`config.mk`:
```
export PLATFORM = sky130hd
export DESIGN_NAME = start_trigger
export DESIGN_NICKNAME = d
export VERILOG_FILES = /design/src/inc/start_trig_pkg.sv /design/src/core/start_trigger.sv
export SDC_FILE = /design/constraint.sdc
export NUM_CORES = 1
export LEC_CHECK = 0
export ABC_AREA = 1
export BUFFER_PORTS_ARGS = -buffer_cell sky130_fd_sc_hd__buf_2
export CORE_MARGIN = 5
export CORE_UTILIZATION = 50
export CTS_CLUSTER_SIZE = 12
export DETAILED_ROUTE_END_ITERATION = 6
export PLACE_DENSITY = 0.79
export SLEW_MARGIN = 20
export SYNTH_ARGS = -nofsm -noshare
export SYNTH_HDL_FRONTEND = slang
export SYNTH_SLANG_ARGS = --single-unit
```
`constraint.sdc`:
```
create_clock -name aclk -period 1.8 [get_ports aclk]
set_input_delay 0.45 -clock aclk [delete_from_list [all_inputs] [get_ports aclk]]
set_output_delay 0.45 -clock aclk [all_outputs]
set_load 0.02 [all_outputs]
```
`src/inc/start_trig_pkg.sv`:
```
/*
  Package for the start-condition trigger of an I2C controller.
  Assumes a 40 MHz aclk and an AXI4-Lite register slave in the core.
*/
package start_trig_pkg;

  // ****************************************
  // Register map (byte addresses)
  // ****************************************
  localparam logic [3:0] ctrl_off = 4'h0;
  localparam logic [3:0] stat_off = 4'h4;
  localparam logic [3:0] irq_stat_off = 4'h8;
  localparam logic [3:0] irq_mask_off = 4'hc;

  // ****************************************
  // Field positions
  // ****************************************
  // Control register
  localparam int ctl_start_bit = 0;
  localparam int ctl_enable_bit = 1;
  localparam int ctl_rsv_dis_bit = 2;
  localparam int ctl_exit_bit = 3;
  localparam int ctl_wrel_bit = 4;
  localparam int ctl_ack_bit = 5;
  // Status register
  localparam int st_pending_bit = 0;
  localparam int st_master_bit = 1;
  localparam int st_busy_bit = 2;
  localparam int st_wait_bit = 3;
  localparam int st_fail_bit = 4;
  // Interrupt bits
  localparam int irq_fail_bit = 0;
  localparam int irq_start_bit = 1;
  localparam int irq_lost_bit = 2;
  localparam int irq_width = 3;

  // ****************************************
  // Reset values and timing
  // ****************************************
  localparam logic [5:0] ctrl_reset = 6'h00;
  localparam logic [2:0] irq_mask_reset = 3'h0;
  localparam int clk_mhz = 40;
  localparam int hold_ns = 4000;
  localparam int hold_cycles = (hold_ns * clk_mhz + 999) / 1000;
  localparam int setup_ns = 4700;
  localparam int setup_cycles = (setup_ns * clk_mhz + 999) / 1000;

  // ****************************************
  // Start generator states
  // ****************************************
  typedef enum logic [2:0] {
    st_idle = 3'b000,
    st_setup = 3'b001,
    st_hold = 3'b010,
    st_wait = 3'b011,
    st_rs_rise = 3'b100
  } gen_state_t;

endpackage : start_trig_pkg

```
`src/core/start_trigger.sv`:
```
/*
  Start-condition trigger with AXI4-Lite register slave and bus pins.
  Assumes the bus pins are open drain, resolved outside, and sampled
  here through two flip-flops; one clock, synchronous active-low reset.
*/
// Chosen here: the placing of the registers and register access over AXI4-Lite.
// Overview of operation
// - No start while trigger is zero
// - Free bus: data falls, clock high
// - After hold, pull clock low, wait
// - Busy and reservation on: start later
// - Busy and reservation off: flag, clear
// - Master waiting: repeated start after release
// - Further trigger writes ignored until clear
// - Clear on loss, start, exit, disable
// - Trigger always reads back as zero
`timescale 1ns/1ps
module start_trigger
  import start_trig_pkg::*;
#(
  parameter int hold_cyc = hold_cycles,
  parameter int setup_cyc = setup_cycles
) (
  // Clock and reset
  input wire logic aclk,
  input wire logic aresetn,
  // AXI4-Lite write address and data
  input wire logic awvalid,
  output logic awready,
  input wire logic [3:0] awaddr,
  input wire logic wvalid,
  output logic wready,
  input wire logic [31:0] wdata,
  input wire logic [3:0] wstrb,
  // AXI4-Lite write response
  output logic bvalid,
  input wire logic bready,
  output logic [1:0] bresp,
  // AXI4-Lite read
  input wire logic arvalid,
  output logic arready,
  input wire logic [3:0] araddr,
  output logic rvalid,
  input wire logic rready,
  output logic [31:0] rdata,
  output logic [1:0] rresp,
  // Bus pins, open drain
  input wire logic serial_clock_line_i,
  output logic serial_clock_line_o,
  output logic serial_clock_line_oe,
  input wire logic serial_data_line_i,
  output logic serial_data_line_o,
  output logic serial_data_line_oe,
  // Arbitration loss from the shifter
  input wire logic arb_lost,
  // Interrupt
  output logic irq
);

  // Counters are 16 bits wide; longer times cannot be served
  if (hold_cyc < 1 || hold_cyc > 65535 ||
      setup_cyc < 1 || setup_cyc > 65535) begin : g_bad_counts
    $error("start_trigger: counts out of range");
  end

  // ****************************************
  // State
  // ****************************************
  typedef struct packed {
    logic [1:0] scl_s;
    logic [1:0] sda_s;
    logic scl_p;
    logic sda_p;
    logic busy;
    logic master;
    logic trig;
    logic en;
    logic rsv_dis;
    logic ack;
    logic fail;
    logic [irq_width-1:0] ist;
    logic [irq_width-1:0] imask;
    gen_state_t gs;
    logic [15:0] cnt;
    logic aw_h;
    logic w_h;
    logic [3:0] aw_a;
    logic [31:0] w_d;
    logic [3:0] w_s;
    logic bv;
    logic rv;
    logic [31:0] rd;
  } state_t;

  state_t q, d;

  logic scl, sda, start_seen, stop_seen, wr_go, rd_go, ctl_wr, trig_wr;
  logic [irq_width-1:0] ev;

  // Second synchroniser stage is the only pin view used by logic
  assign scl = q.scl_s[1];
  assign sda = q.sda_s[1];
  assign start_seen = q.scl_p && scl && q.sda_p && !sda;
  assign stop_seen = q.scl_p && scl && !q.sda_p && sda;
  assign wr_go = q.aw_h && q.w_h && !q.bv;
  assign rd_go = arvalid && !q.rv;
  assign ctl_wr = wr_go && q.aw_a == ctrl_off && q.w_s[0];
  assign trig_wr = ctl_wr && q.w_d[ctl_start_bit];

  // Handshake outputs are combinational
  assign awready = !q.aw_h;
  assign wready = !q.w_h;
  assign arready = !q.rv;

  // ****************************************
  // Next-state logic
  // ****************************************
  always_comb begin
    d = q;
    ev = '0;
    d.scl_s = {q.scl_s[0], serial_clock_line_i};
    d.sda_s = {q.sda_s[0], serial_data_line_i};
    d.scl_p = scl;
    d.sda_p = sda;
    // Bus busy tracking from start/stop seen on the pins
    if (start_seen) begin
      d.busy = 1'b1;
    end else if (stop_seen) begin
      d.busy = 1'b0;
      d.master = 1'b0;
    end
    // Write channel capture
    if (awvalid && !q.aw_h) begin
      d.aw_h = 1'b1;
      d.aw_a = awaddr;
    end
    if (wvalid && !q.w_h) begin
      d.w_h = 1'b1;
      d.w_d = wdata;
      d.w_s = wstrb;
    end
    if (q.bv && bready) begin
      d.bv = 1'b0;
    end
    if (wr_go) begin
      d.aw_h = 1'b0;
      d.w_h = 1'b0;
      d.bv = 1'b1;
      if (q.aw_a == ctrl_off && q.w_s[0]) begin
        d.en = q.w_d[ctl_enable_bit];
        d.rsv_dis = q.w_d[ctl_rsv_dis_bit];
        d.ack = q.w_d[ctl_ack_bit];
      end
      if (q.aw_a == irq_mask_off && q.w_s[0]) begin
        d.imask = q.w_d[irq_width-1:0];
      end
    end
    // Trigger write is taken only while the trigger is clear
    if (trig_wr && !q.trig && q.en) begin
      if ((q.busy || !sda || !scl) && !q.master && q.rsv_dis) begin
        d.fail = 1'b1;
        ev[irq_fail_bit] = 1'b1;
      end else begin
        d.trig = 1'b1;
        d.fail = 1'b0;
      end
    end
    // Start generator
    unique case (q.gs)
      st_idle: begin
        d.cnt = '0;
        if (q.trig && !q.busy && scl && sda) begin
          d.gs = st_setup;
        end
      end
      st_setup: begin
        // Keep the free bus stable for a setup time before pulling data low
        d.cnt = q.cnt + 16'h0001;
        if (q.busy) begin
          d.gs = st_idle;
        end else if (q.cnt == 16'(setup_cyc - 1)) begin
          d.gs = st_hold;
          d.cnt = '0;
          d.trig = 1'b0;
          d.master = 1'b1;
          ev[irq_start_bit] = 1'b1;
        end
      end
      st_hold: begin
        d.cnt = q.cnt + 16'h0001;
        if (q.cnt == 16'(hold_cyc - 1)) begin
          d.gs = st_wait;
          d.cnt = '0;
        end
      end
      st_wait: begin
        // Clock held low; wait release with trigger set gives repeated start
        d.cnt = '0;
        if (ctl_wr && q.w_d[ctl_wrel_bit]) begin
          d.gs = q.trig ? st_rs_rise : st_idle;
        end
      end
      st_rs_rise: begin
        d.cnt = q.cnt + 16'h0001;
        // A clock still held low by a slow peer delays the restart, never loses it
        if (q.cnt >= 16'(setup_cyc - 1) && scl) begin
          d.gs = st_hold;
          d.cnt = '0;
          d.trig = 1'b0;
          ev[irq_start_bit] = 1'b1;
        end
      end
      default: begin
        d.gs = st_idle;
      end
    endcase
    // Clearing conditions win over the generator
    if (arb_lost && q.master) begin
      ev[irq_lost_bit] = 1'b1;
    end
    if (arb_lost || !q.en || (ctl_wr && q.w_d[ctl_exit_bit])) begin
      d.trig = 1'b0;
      d.gs = st_idle;
      d.master = 1'b0;
    end
    if (ctl_wr && q.w_d[ctl_exit_bit]) begin
      d.busy = 1'b0;
    end
    // Interrupt status: write one clears, a new event wins
    if (wr_go && q.aw_a == irq_stat_off && q.w_s[0]) begin
      d.ist = q.ist & ~q.w_d[irq_width-1:0];
    end
    d.ist = d.ist | ev;
    // Read channel
    if (q.rv && rready) begin
      d.rv = 1'b0;
    end
    if (rd_go) begin
      d.rv = 1'b1;
      d.rd = '0;
      unique case (araddr)
        ctrl_off: begin
          // Trigger field reads zero
          d.rd[ctl_enable_bit] = q.en;
          d.rd[ctl_rsv_dis_bit] = q.rsv_dis;
          d.rd[ctl_ack_bit] = q.ack;
        end
        stat_off: begin
          d.rd[st_pending_bit] = q.trig;
          d.rd[st_master_bit] = q.master;
          d.rd[st_busy_bit] = q.busy;
          d.rd[st_wait_bit] = q.gs == st_wait;
          d.rd[st_fail_bit] = q.fail;
        end
        irq_stat_off: d.rd[irq_width-1:0] = q.ist;
        irq_mask_off: d.rd[irq_width-1:0] = q.imask;
        default: d.rd = '0;
      endcase
    end
  end

  // ****************************************
  // Registers
  // ****************************************
  always_ff @(posedge aclk) begin
    if (!aresetn) begin
      q <= '0;
      q.scl_s <= 2'h3;
      q.sda_s <= 2'h3;
      q.scl_p <= 1'b1;
      q.sda_p <= 1'b1;
      q.imask <= irq_mask_reset;
    end else begin
      q <= d;
    end
  end

  // Outputs from flip-flops; drive low only, release means high
  assign serial_data_line_o = 1'b0;
  assign serial_clock_line_o = 1'b0;
  assign serial_data_line_oe = q.gs == st_hold || q.gs == st_wait;
  assign serial_clock_line_oe = q.gs == st_wait;
  assign bvalid = q.bv;
  assign bresp = 2'h0;
  assign rvalid = q.rv;
  assign rdata = q.rd;
  assign rresp = 2'h0;
  assign irq = |(q.ist & q.imask);

  // ****************************************
  // Assertions
  // ****************************************
  property p_no_start_idle;
    @(posedge aclk) disable iff (!aresetn)
      (q.gs == st_idle && !q.trig) |=> !serial_data_line_oe;
  endproperty
  a_no_start_idle: assert property (p_no_start_idle) else $error("start without trigger");

  property p_sda_first;
    @(posedge aclk) disable iff (!aresetn)
      $rose(serial_data_line_oe) && !$past(serial_clock_line_oe) |-> !serial_clock_line_oe;
  endproperty
  a_sda_first: assert property (p_sda_first) else $error("clock fell with data");

  property p_hold_then_wait;
    @(posedge aclk) disable iff (!aresetn)
      (q.gs == st_hold && q.cnt == 16'(hold_cyc - 1) && !arb_lost && q.en &&
        !(ctl_wr && q.w_d[ctl_exit_bit])) |=> serial_clock_line_oe;
  endproperty
  a_hold_then_wait: assert property (p_hold_then_wait) else $error("no wait after hold");

  property p_fail_no_trig;
    @(posedge aclk) disable iff (!aresetn)
      (trig_wr && !q.trig && q.en && q.busy && !q.master && q.rsv_dis)
        |=> (q.fail && !q.trig);
  endproperty
  a_fail_no_trig: assert property (p_fail_no_trig) else $error("failure not flagged");

  property p_reserve;
    @(posedge aclk) disable iff (!aresetn)
      (trig_wr && !q.trig && q.en && !q.rsv_dis && !arb_lost && !q.w_d[ctl_exit_bit])
        |=> q.trig;
  endproperty
  a_reserve: assert property (p_reserve) else $error("reservation not held");

  property p_clear;
    @(posedge aclk) disable iff (!aresetn)
      (arb_lost || !q.en) |=> !q.trig;
  endproperty
  a_clear: assert property (p_clear) else $error("trigger not cleared");

  property p_read_zero;
    @(posedge aclk) disable iff (!aresetn)
      (rd_go && araddr == ctrl_off) |=> !rdata[ctl_start_bit];
  endproperty
  a_read_zero: assert property (p_read_zero) else $error("trigger read non-zero");

  property p_no_retrig;
    @(posedge aclk) disable iff (!aresetn)
      (q.trig && q.fail == 1'b0 && q.gs == st_idle) |=> !$rose(q.fail);
  endproperty
  a_no_retrig: assert property (p_no_retrig) else $error("write taken while set");

endmodule : start_trigger

```
Word level (Yosys, flattened, before mapping)
Cells that the tools add are included.
{"block": "totals", "memories": 0, "regBits": 59, "input_bits": 54, "ram_bits": 0, "latchBits": 0, "mem_bits_ro": 0}
{"block": "classes", "n_addsub": 1, "n_reduce_logical": 61, "n_eq_ne": 16, "n_shift": 0, "n_lt_le_gt_ge": 1, "n_div": 0, "n_mux": 36, "multipliers": 0, "bitwise": 5}
{"operator": "one-hot mux 16 bit (4 select lines)", "n": 1}
{"operator": "2-to-1 mux 19 bit", "n": 3}
{"operator": "2-to-1 mux 33 bit", "n": 1}
{"operator": "== test 16 x 8 -> 1 bit (second input constant)", "n": 2}
{"operator": "logical AND 1 bit", "n": 30}
{"operator": "adder 16 x 1 -> 16 bit (second input constant)", "n": 1}
{"operator": "== test 4 bit (second input constant)", "n": 4}
{"operator": "greater-or-equal comparator 16 x 8 -> 1 bit (second input constant)", "n": 1}
{"operator": "2-to-1 mux 1 bit", "n": 16}
{"operator": "2-to-1 mux 16 bit", "n": 1}
{"operator": "2-to-1 mux 3 bit", "n": 5}
{"operator": "one-hot mux 3 bit (5 select lines)", "n": 1}
{"operator": "logical NOT 1 bit", "n": 11}
{"operator": "logical NOT 4 bit", "n": 2}
{"operator": "2-to-1 mux 2 bit", "n": 4}
{"operator": "one-hot mux 2 bit (4 select lines)", "n": 1}
{"operator": "OR reduction 2 bit", "n": 4}
{"operator": "bitwise AND 3 bit", "n": 2}
{"operator": "== test 3 x 2 -> 1 bit (second input constant)", "n": 2}
{"operator": "!= test 2 bit (second input constant)", "n": 3}
{"operator": "nonzero test 2 bit", "n": 3}
{"operator": "logical OR 1 bit", "n": 5}
{"operator": "AND reduction 5 bit", "n": 1}
{"operator": "== test 4 x 3 -> 1 bit (second input constant)", "n": 1}
{"operator": "13 further kinds", "n": 15}

Depth between registers and ports, before layout
Gate-level depths: netlist (run 1).
{"block": "depth", "word_depth": 11, "depth_mapped": 13}

Least setup slack after synthesis (run 1)
OpenSTA, ideal clock, no wires.
{"block": "synth_path", "kind": "register to register", "from": "register q[77] (netlist bit)", "to": "register q[85] (netlist bit)", "path_stages_with_launch": 12, "arrival_ps": 1389, "setup_time_ps": 136, "slack_ps": 275, "path_buffers": 1, "period_less_slack_ps": 1525, "path_cell_list": "dfxtp_1 > ha_1 > nand2_1 > inv_2 > nand2_1 > nor2_2 > nand3_1 > nand2_2 > nand3_4 > buf_12 > nand3_2 > a21oi_2"}
{"block": "synth_via", "elab_chain_cells": 4, "elab_cells_between_ends": 10}
{"item": "start, declared", "line_no": "start_trigger.sv:95", "source": "state_t q, d;"}
{"item": "adder 16 x 1 -> 16 bit (tied with other cells)", "line_no": "start_trigger.sv:178, start_trigger.sv:190, start_trigger.sv:204"}
{"item": "2-to-1 mux 19 bit / logical AND 1 bit (equally long branches)", "line_no": "start_trigger.sv:181, start_trigger.sv:206"}
{"item": "2-to-1 mux 16 bit / 2-to-1 mux 19 bit (equally long branches)", "line_no": "start_trigger.sv:179, start_trigger.sv:206"}
{"item": "one-hot mux 16 bit (4 select lines) *", "line_no": "start_trigger.sv:169", "source": "unique case (q.gs)"}
Every way passes the cells marked *; elsewhere a longest branch is shown, timed or not. The select of a mux whose other input is x is not followed.
A chain may end at the register's enable or synchronous reset.

Worst setup path after layout (run 1)
{"block": "layout_path", "from": "register q[76] (netlist bit)", "to": "register q[77] (netlist bit)"}
Same word-level chain as after synthesis.

==> flow_results.org, run 1 <==
** Outcome
- Result of the run :: finished, final reports clean

** Route
- Detailed routing inserted a total of 2,997 vias.
- The count of nets left with antenna violations once routing finished came out at 0.
- Met3 wire length :: 552 um
- DRC Markers :: 0
- In the final routed layout, each cell accounts on average for 12.3 um.
- For this block, wires on met1 add up to 3150 um.
- In the routed layout, each cell is associated on average with a via count of 5.09.
- Wire segments on met2 add up to 3420 um in the final route.
- Highest routing layer actually used :: met4
- Wire length reported by the detailed router :: 7270 um
- For this run, the detailed router's first-pass iteration total came to 4.
- For this block, the initial DRC count from the detailed router was 157.

** Yosys
- Yosys printed 0 warnings.
- Of the total synthesized cell area, the portion taken by XOR and XNOR cells is 0.0161.
- Leading post-synthesis cells by instance count :: sky130_fd_sc_hd__nand2_1, sky130_fd_sc_hd__dfxtp_1, sky130_fd_sc_hd__nor2_1, sky130_fd_sc_hd__inv_1, sky130_fd_sc_hd__buf_4
- Of the total synthesized cell area, the portion taken by AND, OR, NAND and NOR gates is 0.317.
- For this run, asynchronously set or reset flops after synthesis account for 0.
- Yosys instantiated no cell more often than sky130_fd_sc_hd__nand2_1.
- Dividing the synthesized area by the synthesized cell count gives around 7 um2.
- Dominant combinational cell family by area after synthesis :: simple AND/OR/NAND/NOR gates
- Of the synthesized area, sequential elements account for 0.363.
- Leading register cell type out of synthesis :: sky130_fd_sc_hd__dfxtp_1
- Post-synthesis share of cell area spent on full adders, half adders and majority gates :: 0.00384
- After synthesis the netlist holds a flip-flop and latch count of between 50 and 60.
- Library cell occupying the most area in the post-synthesis netlist :: sky130_fd_sc_hd__dfxtp_1
- Number of unique standard cell types used by synthesis :: 36
- Synth Instances :: 465
- Of the post-synthesis cell area, the dominant cell type holds 0.363.
- Post-synthesis compound-gate area fraction :: 0.133
- Yosys mapped a number of flops with a built-in enable equal to 0.
- Largest cells by area after synthesis :: sky130_fd_sc_hd__dfxtp_1, sky130_fd_sc_hd__nand2_1, sky130_fd_sc_hd__buf_4, sky130_fd_sc_hd__nor2_1, sky130_fd_sc_hd__inv_1
- In this run the cell area of the synthesized design comes to approximately 0.0033 mm2.
- Multiplexer share of the synthesized area :: 0

** Critical path
- The critical path is of the flip-flop to flip-flop type.
- Data required time of the worst path :: around 2000 ps
- For this design, the slowest cell found on the critical path is sky130_fd_sc_hd__dfxtp_1.
- Biggest fanout along the worst timing path :: 8
- On the worst path, the slowest cell contributes a delay of 360 ps.
- WP buf/inv :: 1
- The worst setup path is captured at a flip-flop.
- Signal arrival time at the worst endpoint :: between 1500 and 2000 ps
- Nature of the critical path startpoint :: flip-flop
- The cell family contributing the most delay on the critical path is simple AND/OR/NAND/NOR gates.
- Most used cell, CP :: sky130_fd_sc_hd__nand2_1
- Traced cell by cell, the critical path runs through ha_2, nand2_1, inv_2, nand2_1, nor2_4, nand3_2, nand2_4, nand3_4, nand3_1, a21oi_1.

** Floorplan
- The die is around 91 um wide.
- I/O pin count :: 100
- The die covers slightly above 0.008 mm2.
- Initial cell density of the core :: 0.513
- The core region is 0.00635 mm2.
- Die height :: 90.7 um
- Floorplan row count :: 29

** Place
- Timing analysis after detailed placement gives a worst setup slack of roughly 38 ps.
- Once placement completed, the tool counted placed cells totaling 573.
- The HPWL after detailed placement is 5190 um.
- Port Buffers :: 38
- The congestion estimate from routability-driven global placement came to ~0.89.

** Power
- Power spread over the standard cell area amounts to 775 mW/mm2.
- Summing internal, switching and leakage power gives 2.80 mW.
- Summed over all cells, the static leakage comes to roughly 1.6 nW.
- IR Drop Worst-Case VDD :: 0.453 mV

** STA
- In the final timing run, aggregate negative setup slack is 0 ps.
- Final setup slack of the worst path :: 82.8 ps
- Post-Route Hold Slack :: 288 ps
- The smallest clock period supported by the final layout is computed as 1720 ps.
- Number of setup violations in the final report :: 0
- Derived from the worst setup path, the maximum achievable clock frequency is 582 MHz.
- The hold violation total from the final report came to 0.
- Transition at the pin with the smallest max-transition slack :: 510 ps
- The clock arrives with 9.43 ps of skew.
- Fraction of the cycle the final worst path needs :: 0.954
- Max transition margin :: 0.660
- Number of max-slew violations in the final report :: 0

** Finish
- From synthesis to final layout, the design area changed by 10.9%.
- Summing all multi-input logic gate instances after layout gives around 0.0017 mm2.
- The count of cells in the finished layout, fillers not included, comes to 589.
- Filler Cell Count :: 595
- Diodes inserted :: 0
- Number of nets in the final layout :: 563
- Sequential cell area in the final layout :: 0.00118 mm2
- Share of post-route cells with drive strength above 1 :: 0.225

** CTS
- The tree built by TritonCTS fans out to 59 sinks.
- The later pin in the worst-skew pair is clocked with a latency of around 350 ps.
- Clock H-tree levels :: 3
- CTS Buf Count :: 9
- The longest clock path from root to sink contains 2 buffers.
- TritonCTS built the clock tree.
- Cell chosen for the clock root :: sky130_fd_sc_hd__clkbuf_8
- Worst-path clk slew :: 60 ps

** Global routing
- Overall fraction of global-route tracks in use :: 0.170
- The first global-routing pass estimated 11,700 um of wire.
- Residual overflow from global routing :: 0
- Largest net degree at the start of global routing :: 27
- Initial antenna violation count :: 0
- Via count of the first global-routing pass :: roughly 2,700

** Run
- The tool flagged a number of max-cap violations equal to 0.

** Min path
- The worst hold path belongs to the class primary input to flip-flop.
## worst paths after layout
path              cells past startpoint  slack [ps]                 from                 end
setup / recovery                     10          80   q[76]$_SDFFE_PN0P_  q[77]$_SDFFE_PN0P_
hold / removal                        2         290  serial_clock_line_i   d[113]$_SDFF_PN1_
setup reg to reg                     10          80   q[76]$_SDFFE_PN0P_  q[77]$_SDFFE_PN0P_
hold reg to reg                       1         410    d[111]$_SDFF_PN1_   d[108]$_SDFF_PN1_
## worst register-to-register path: stages, from the launching register on
cell	delay (ps)
sky130_fd_sc_hd__dfxtp_1	360
sky130_fd_sc_hd__ha_2	210
sky130_fd_sc_hd__nand2_1	90
sky130_fd_sc_hd__inv_2	90
sky130_fd_sc_hd__nand2_1	80
sky130_fd_sc_hd__nor2_4	140
sky130_fd_sc_hd__nand3_2	130
sky130_fd_sc_hd__nand2_4	160
sky130_fd_sc_hd__nand3_4	160
sky130_fd_sc_hd__nand3_1	110
sky130_fd_sc_hd__a21oi_1	60
## where the power goes
part           internal [mW]  switching, mW  leakage (nW)
sequential              1.34         0.0230         0.481
clock                  0.663          0.534         0.102
combinational         0.0655          0.170         0.995
## stage by stage
step | util | instance area [um2]
2_1_floorplan | - | 3370
3_3_place_gp | 0.533 | 3380
3_5_place_dp | 0.533 | 3380
4_1_cts | 0.563 | 3580
5_1_grt | 0.569 | 3610
6_report | 0.569 | 3610
## cells by family after synthesis
family          count (synthesis)
buf+inv                       102
fa+ha+maj                       1
other cells                     1
flops                          59
simple gates                  219
compound gates                 77
xor+xnor                        6
## sequential cells by signal (all words and copies together) (netlist names)
register  count
bvalid        1
d             4
q            47
rdata         6
rvalid        1
## layout by cell type (no fill, tap or decap), types with 2 or more instances in the layout
master | synthesis | final
sky130_fd_sc_hd__a21oi_1 | 32 | 32
sky130_fd_sc_hd__a21oi_2 | 10 | 10
sky130_fd_sc_hd__buf_2 | 1 | 38
sky130_fd_sc_hd__buf_4 | 38 | 7
sky130_fd_sc_hd__clkbuf_8 | 0 | 10
sky130_fd_sc_hd__clkinv_1 | 2 | 2
sky130_fd_sc_hd__clkinv_2 | 0 | 3
sky130_fd_sc_hd__conb_1 | 1 | 32
sky130_fd_sc_hd__dfxtp_1 | 59 | 58
sky130_fd_sc_hd__inv_1 | 50 | 50
sky130_fd_sc_hd__inv_2 | 5 | 5
sky130_fd_sc_hd__nand2_1 | 82 | 82
sky130_fd_sc_hd__nand2_2 | 14 | 13
sky130_fd_sc_hd__nand2_4 | 1 | 2
sky130_fd_sc_hd__nand3_1 | 22 | 21
sky130_fd_sc_hd__nand3_2 | 4 | 5
sky130_fd_sc_hd__nand3_4 | 1 | 2
sky130_fd_sc_hd__nand4_1 | 11 | 11
sky130_fd_sc_hd__nor2_1 | 58 | 57
sky130_fd_sc_hd__nor2_2 | 7 | 7
sky130_fd_sc_hd__nor2_4 | 1 | 2
sky130_fd_sc_hd__nor3_1 | 9 | 9
sky130_fd_sc_hd__o21ai_0 | 30 | 30
sky130_fd_sc_hd__or2_2 | 6 | 6
sky130_fd_sc_hd__xor2_1 | 5 | 5
## what timing repair did
item / 4_1_cts / 5_1_grt
cloned: 0 / 1
pin swaps: 1 / 2
buffers inserted: 0 / 0
endpoints found under the setup margin: 2 / 16
endpoints found under the hold margin: 0 / 0
hold buffers: 0 / 0
resized for setup: 0 / 7
## per-layer routing
layer,up-vias,global-route usage
li1,1504,-
met1,1353,0.203
met2,120,0.277
met3,20,0.0550
met4,0,0.0744
met5,-,0
## area by class of cell
type / instances / share of cell area
Multi-Input combinational cell: 336 / 0.467
Sequential cell: 59 / 0.327
Timing Repair Buffer: 45 / 0.0672
Inverter: 57 / 0.0592
Clock buffer: 10 / 0.0381
Tap cell: 77 / 0.0267
Clock inverter: 5 / 0.0149
No activity file was read; power rests on OpenSTA's default activity.
==> run 2, diff against run 1 <==
--- a/config.mk
+++ b/config.mk
@@ -8,10 +8,10 @@
 export ABC_AREA = 1
 export BUFFER_PORTS_ARGS = -buffer_cell sky130_fd_sc_hd__buf_2
 export CORE_MARGIN = 5
-export CORE_UTILIZATION = 50
+export CORE_UTILIZATION = 52
 export CTS_CLUSTER_SIZE = 12
 export DETAILED_ROUTE_END_ITERATION = 6
-export PLACE_DENSITY = 0.79
+export PLACE_DENSITY = 0.82
 export SLEW_MARGIN = 20
 export SYNTH_ARGS = -nofsm -noshare
 export SYNTH_HDL_FRONTEND = slang
==> flow_results.org, run 2 (synthesis results as in run 1) <==
** Global routing
- In the global route stage, overall resource usage came out at 0.188.
- Entering global routing, the biggest net connects 27 pins.
- The total overflow left after global routing is 0.
- Initial antenna violation count :: 0
- The via count of the first global-routing pass is 2,781.
- The first global-routing pass estimated 11,800 um of wire.

** Critical path
- Biggest fanout along the worst timing path :: 9
- WP buf/inv :: 2
- The critical path goes through inv_2, nor2_2, nand2_1, nor2_2, nand4_1, nand2_2, inv_2, nand3_1, a21oi_1.
- In this run the critical register-to-register path is captured at q[77]$_SDFFE_PN0P_.
- STA classifies the critical path endpoint as a flip-flop.
- Critical Path Max Stage Delay :: 440 ps
- CP Depth :: 9
- For this design, the slowest cell found on the critical path is sky130_fd_sc_hd__dfxtp_1.
- Crit-path leading delay family :: simple AND/OR/NAND/NOR gates
- The setup path with the least slack is of type flip-flop to flip-flop.
- The startpoint identified for the worst register-to-register timing path is q[83]$_SDFFE_PN0P_.
- For the worst setup path, the data arrival time is 1850 ps.
- Counting cells, the worst reg-to-reg path comes to 9.
- Data required time of the worst path :: about 2000 ps
- STA classifies the critical path startpoint as a flip-flop.
- Setup slack, reg-to-reg :: 150 ps

** Finish
- The register with the most flip-flops in the final layout is q.
- Leaving out fill and tap cells, the most frequent cell in the layout is sky130_fd_sc_hd__nand2_1.
- After routing the design area is about 0.0036 mm2.
- The filler cells instantiated in the layout total 535.
- In the final layout, the share of cells above drive strength 1 is 0.228.
- The multi-input combinational cells in the finished layout cover a total of 0.00168 mm2.
- Compared with the post-synthesis result, the final layout area differs by 11.0%.
- For this run, the post-layout net count is around 560.
- Final Instance Count excl. Fillers :: 588
- Largest register FFs :: 47
- 0 antenna diodes ended up in the layout.
- Sequential cell area in the final layout :: 0.00118 mm2
- Top library cells by usage in the layout, fill and taps aside :: sky130_fd_sc_hd__nand2_1, sky130_fd_sc_hd__nor2_1, sky130_fd_sc_hd__dfxtp_1, sky130_fd_sc_hd__inv_1, sky130_fd_sc_hd__buf_2

** CTS
- CTS Buf Count :: 9
- Hold-fix buffers, CTS :: 0
- CTS placed an instance of sky130_fd_sc_hd__clkbuf_8 at the clock tree root.
- In this run the deepest clock path goes through 2 buffers.
- Clock-pin slew was measured on the worst setup and hold paths at 70 ps.
- TritonCTS built the clock tree.
- CTS built an H-tree with a depth of 3.
- For the worst-skew pair, the clock arrives at the later sink with an insertion delay of between 300 and 400 ps.
- CTS Sinks :: between 50 and 60

** Outcome
- The flow ran to the end, and the final reports show no timing, DRC or antenna violations.

** Power
- Static Leak :: 1.57 nW
- Overall power consumption :: 2.83 mW
- Power spread over the standard cell area amounts to 782 mW/mm2.
- IR Drop Worst-Case VDD :: approximately 0.55 mV

** STA
- Number of setup violations in the final report :: 0
- For the pin with the worst max-slew slack, the measured transition is 554 ps.
- The worst path needs 1650 ps of the cycle, external delays included.
- In the post-route analysis, the smallest setup slack over all paths is ~150 ps.
- The hold violation total from the final report was 0.
- Setup Total Neg Slack :: 0 ps
- Of the available clock period, the critical path in the final layout requires 0.918.
- Based on the critical path, the design can be clocked at up to approximately 610 MHz.
- Headroom to the max-slew limit came out at 0.630.
- The max-slew violation count came to 0.
- Clock Skews :: 7.82 ps

** Route
- For this run, design rule violations remaining after detail routing come to 0.
- Post-route antenna net violation count :: 0
- Violation count after the first detailed-route iteration :: 280
- For this run, the detailed router's first-pass iteration total came to 5.
- Wire length reported by the detailed router :: about 7300 um
- Drt wl/cell :: 12.3 um
- In the routed layout, each cell is associated on average with a via count of 5.03.
- Detailed routing inserted a total of approximately 3,000 vias.

** Place
- During placement, the flow inserted port buffers numbering 38.
- Counting tap cells, the placed design contains a total of 570 instances.
- After detailed placement, the total cell area comes to roughly 0.0034 mm2.
- Half-perimeter wire length after placement :: 5180 um
- The congestion estimate from routability-driven global placement came to 0.909.
- Prior to clock tree synthesis, the placed netlist has a worst setup slack of 87.2 ps.

** Min path
- Class of the worst hold path :: primary input to flip-flop
- Worst hold path cell count :: 2
- The worst hold path begins at serial_data_line_i.
- For hold timing, the worst endpoint is d[111]$_SDFF_PN1_.

** Floorplan
- Initial cell density of the core :: 0.544
- Die Area :: 0.00795 mm2
- Placeable Area :: between 0.005 and 0.006 mm2
- Die extent in x :: 89.2 um
- The die is 89.2 um tall.
- Floorplan row count :: 28
- 100 I/O pins were placed.

** Run
- Across the run, the number of max-cap violations was 0.
-- run 2: area by class of cell --
class                   instances  share of cell area
multi-input cells             336               0.465
inverters                      57              0.0591
repair buffers                 45              0.0671
clock inverters                 7              0.0211
clock buffers                   9              0.0342
well taps                      75              0.0259
flip-flops and latches         59               0.327
-- run 2: per-layer routing --
| metal | part of all wire | track usage | routed length [um] | vias to the layer above |
|---|---|---|---|---|
| met5 | 0 | 0 | 0 | - |
| met3 | 0.078 | 0.0424 | 563 | 18 |
| met2 | 0.47 | 0.302 | 3390 | 122 |
| met4 | 0.018 | 0.0839 | 134 | 0 |
| met1 | 0.44 | 0.240 | 3160 | 1312 |
| li1 | - | - | - | 1506 |
-- run 2: how the worst max path moves through the flow --
stage	start	endpoint	slack (ps)
floorplan	q[77]$_SDFFE_PN0P_	q[85]$_SDFFE_PN0P_	270
finish	q[83]$_SDFFE_PN0P_	q[77]$_SDFFE_PN0P_	150
CTS	q[77]$_SDFFE_PN0P_	q[77]$_SDFFE_PN0P_	50
global route	q[77]$_SDFFE_PN0P_	q[94]$_SDFFE_PP0P_	-8
global placement	q[77]$_SDFFE_PN0P_	q[77]$_SDFFE_PN0P_	120
detailed placement	q[77]$_SDFFE_PN0P_	q[77]$_SDFFE_PN0P_	90
-- run 2: what timing repair did --
item / CTS / global route
setup endpoints to repair: 0 / 16
gates resized for setup: 0 / 7
buffers inserted: 0 / 1
-- run 2: stage by stage --
step | hold slack (ps) | utilization
6_report | 288 | 0.604
3_5_place_dp | 398 | 0.563
5_1_grt | 284 | 0.604
4_1_cts | 287 | 0.597
3_3_place_gp | 398 | 0.563
2_1_floorplan | 393 | -
-- run 2: where the power goes --
| part | switching [mW] | total, mW | internal, mW |
|---|---|---|---|
| clock network | 0.582 | 1.23 | 0.645 |
| registers | 0.0236 | 1.37 | 1.34 |
| logic | 0.171 | 0.234 | 0.0634 |
==> run 3, diff against run 2 <==
--- a/config.mk
+++ b/config.mk
@@ -8,10 +8,10 @@
 export ABC_AREA = 1
 export BUFFER_PORTS_ARGS = -buffer_cell sky130_fd_sc_hd__buf_2
 export CORE_MARGIN = 5
-export CORE_UTILIZATION = 52
+export CORE_UTILIZATION = 47
 export CTS_CLUSTER_SIZE = 12
 export DETAILED_ROUTE_END_ITERATION = 6
-export PLACE_DENSITY = 0.82
+export PLACE_DENSITY = 0.77
 export SLEW_MARGIN = 20
 export SYNTH_ARGS = -nofsm -noshare
 export SYNTH_HDL_FRONTEND = slang
==> constraint.sdc (replaced) <==
create_clock -name aclk -period 1.5 [get_ports aclk]
set_input_delay 0.375 -clock aclk [delete_from_list [all_inputs] [get_ports aclk]]
set_output_delay 0.375 -clock aclk [all_outputs]
set_load 0.02 [all_outputs]
==> flow_results.org, run 3 (synthesis results as in run 1) <==
** CTS
- Clock H-tree levels :: 3
- CTS tree :: done
- Clock tree synthesis inserted a total of 9 buffers.
- Buffers inserted to repair hold after CTS numbered 0.
- For this design, the sink count on the clock tree is 59.
- Largest buffer count on any clock path :: 2
- Worst-path clk slew :: 70 ps
- Clock insertion delay at the later pin of the skew report :: 350 ps
- Cell chosen for the clock root :: sky130_fd_sc_hd__clkbuf_8

** Outcome
- The flow ran to the end, but the final reports show violations.
- Violated checks :: negative setup slack

** Finish
- Area delta synth->final :: 29.4%
- The final layout contains 604 nets.
- Final Instance Count excl. Fillers :: 634
- Most flops, register :: q
- The library cells used most frequently in the layout, excluding fill and tap cells, are sky130_fd_sc_hd__nand2_1, sky130_fd_sc_hd__nor2_1, sky130_fd_sc_hd__inv_1, sky130_fd_sc_hd__buf_4, sky130_fd_sc_hd__dfxtp_1.
- Post-Layout Inst Area :: 0.00422 mm2
- Share of post-route cells with drive strength above 1 :: 0.375
- Largest register FFs :: 47
- The repair_antennas step left the layout with diodes totalling 0.
- The library cell used most frequently in the layout, excluding fill and tap cells, is sky130_fd_sc_hd__nand2_1.

** Critical path
- The largest single stage delay on the critical path is 360 ps.
- For the worst setup path, the data required time is 1750 ps.
- The critical path is of the flip-flop to flip-flop type.
- Walking the worst path, the cells encountered are ha_4, nand3_1, nor2_2, nand4_1, nand2_4, buf_6, nor2_1, nand2_2, a21oi_2.
- Biggest fanout along the worst timing path :: 6
- At the worst endpoint, the arrival time is 1810 ps.
- The worst setup path is launched from a flip-flop.
- The slowest stage of the critical path is the sky130_fd_sc_hd__dfxtp_2 cell.
- Endpoint class of the critical path :: flip-flop

** Min path
- In this run the worst hold path is classified as primary input to flip-flop.

** Power
- For this design the static power due to leakage is ~1.9 nW.
- Overall power consumption :: 3.62 mW
- For this design the ratio of total power to cell area is 858 mW/mm2.
- IR analysis of the VDD net gives a maximum drop of 0.699 mV.

** Place
- In this run, placement finished with an instance count of 605.
- At the end of routability-driven placement, the weighted congestion stood at between 0.8 and 0.9.
- Buffers placed on the I/O ports in this run total 38.
- The HPWL after detailed placement is 5460 um.
- Area post-placement :: 0.00362 mm2
- Prior to clock tree synthesis, the placed netlist has a worst setup slack of -84.3 ps.

** Global routing
- Entering global routing, the biggest net connects 28 pins.
- Via count of the first global-routing pass :: 2,967
- Residual overflow from global routing :: 0
- Wire length of the first global-routing pass :: 12,800 um
- Initial antenna violation count :: 0
- Overall fraction of global-route tracks in use :: 0.182

** Floorplan
- Placeable Area :: between 0.006 and 0.007 mm2
- The die covers 0.00870 mm2.
- Floorplan row count :: 30
- 100 I/O pins were placed.
- The initial utilization of the core area, before any placement, comes to 0.482.
- Die extent in x :: 93.3 um
- Die height :: roughly 93 um

** STA
- Setup repair after global routing could not meet its margin everywhere.
- The clock arrives with 6.96 ps of skew.
- Number of max-slew violations in the final report :: 0
- Dividing the final minimum period by the clock period gives 1.04.
- Top achievable clock speed :: 643 MHz
- Setup violations remaining at the end of the flow were counted as 19.
- For the final routed database, the setup TNS stands at -564 ps.
- Final critical-path required period :: 1560 ps
- Number of hold violations in the final report :: 0
- After layout, the worst setup slack is -56.4 ps.

** Route
- Number of vias in the routed layout :: 3,269
- For this run, design rule violations remaining after detail routing come to 0.
- In the routed layout, each cell is associated on average with a via count of 5.16.
- Number of detailed-routing iterations run before antenna repair :: 5
- Post-route antenna net violation count :: 0
- Wire length reported by the detailed router :: 8850 um
- Drt wl/cell :: 14.0 um
- In this run, the number of DRC markers left after iteration 0 of detailed routing was 289.

** Run
- The tool flagged a number of max-cap violations equal to 0.
run 3: path summary, 6_finish.rpt:
kind / from / end / slack (ps) / depth (start not counted)
worst max-delay path: q[77]$_SDFFE_PN0P_ / q[87]$_SDFFE_PN0P_ / -60 / 9
worst min-delay path: serial_data_line_i / d[111]$_SDFF_PN1_ / 210 / 2
worst max register to register: q[77]$_SDFFE_PN0P_ / q[87]$_SDFFE_PN0P_ / -60 / 9
worst min register to register: d[113]$_SDFF_PN1_ / d[109]$_SDFF_PN1_ / 420 / 1
run 3: layout make-up:
| type | count | area (um2) |
|---|---|---|
| Tap cell | 80 | 100 |
| Sequential cell | 59 | 1200 |
| Clock inverter | 4 | 72.6 |
| Clock buffer | 12 | 155 |
| Inverter | 57 | 216 |
| Timing Repair Buffer | 86 | 574 |
| Multi-Input combinational cell | 336 | 1890 |
| Fill cell | 534 | 2540 |
run 3: what timing repair did:
| item | in CTS | in global routing |
|---|---|---|
| resized for setup | 32 | 53 |
| setup endpoints to repair | 19 | 29 |
| pin swaps | 12 | 20 |
| setup buffers | 4 | 8 |
| gates cloned | 1 | 0 |
run 3: layer usage:
metal | vias to the layer above | track usage | share of wire
li1 | 1588 | - | -
met3 | 24 | 0.0459 | 0.071
met4 | 0 | 0.0794 | 0.019
met2 | 148 | 0.309 | 0.49
met1 | 1509 | 0.217 | 0.42
met5 | - | 0 | 0
run 3: critical path: cells and delay by family, from the launching register on:
family          cells  cell delay, ps
simple gates        6             740
fa+ha+maj           1             170
compound gates      1              50
buf+inv             1             130
flops               1             360
run 3: through the flow:
step / hold slack (ps) / util
floorplan: 393 / -
global placement: 396 / 0.536
detailed placement: 398 / 0.536
CTS: 211 / 0.592
global route: 199 / 0.624
finish: 206 / 0.624
run 3: where the power goes:
part / leakage (nW) / switching [mW] / internal, mW
Sequential: 0.488 / 0.0301 / 1.61
Clock: 0.113 / 0.654 / 1.02
Combinational: 1.25 / 0.212 / 0.0866
Total: 1.86 / 0.896 / 2.72
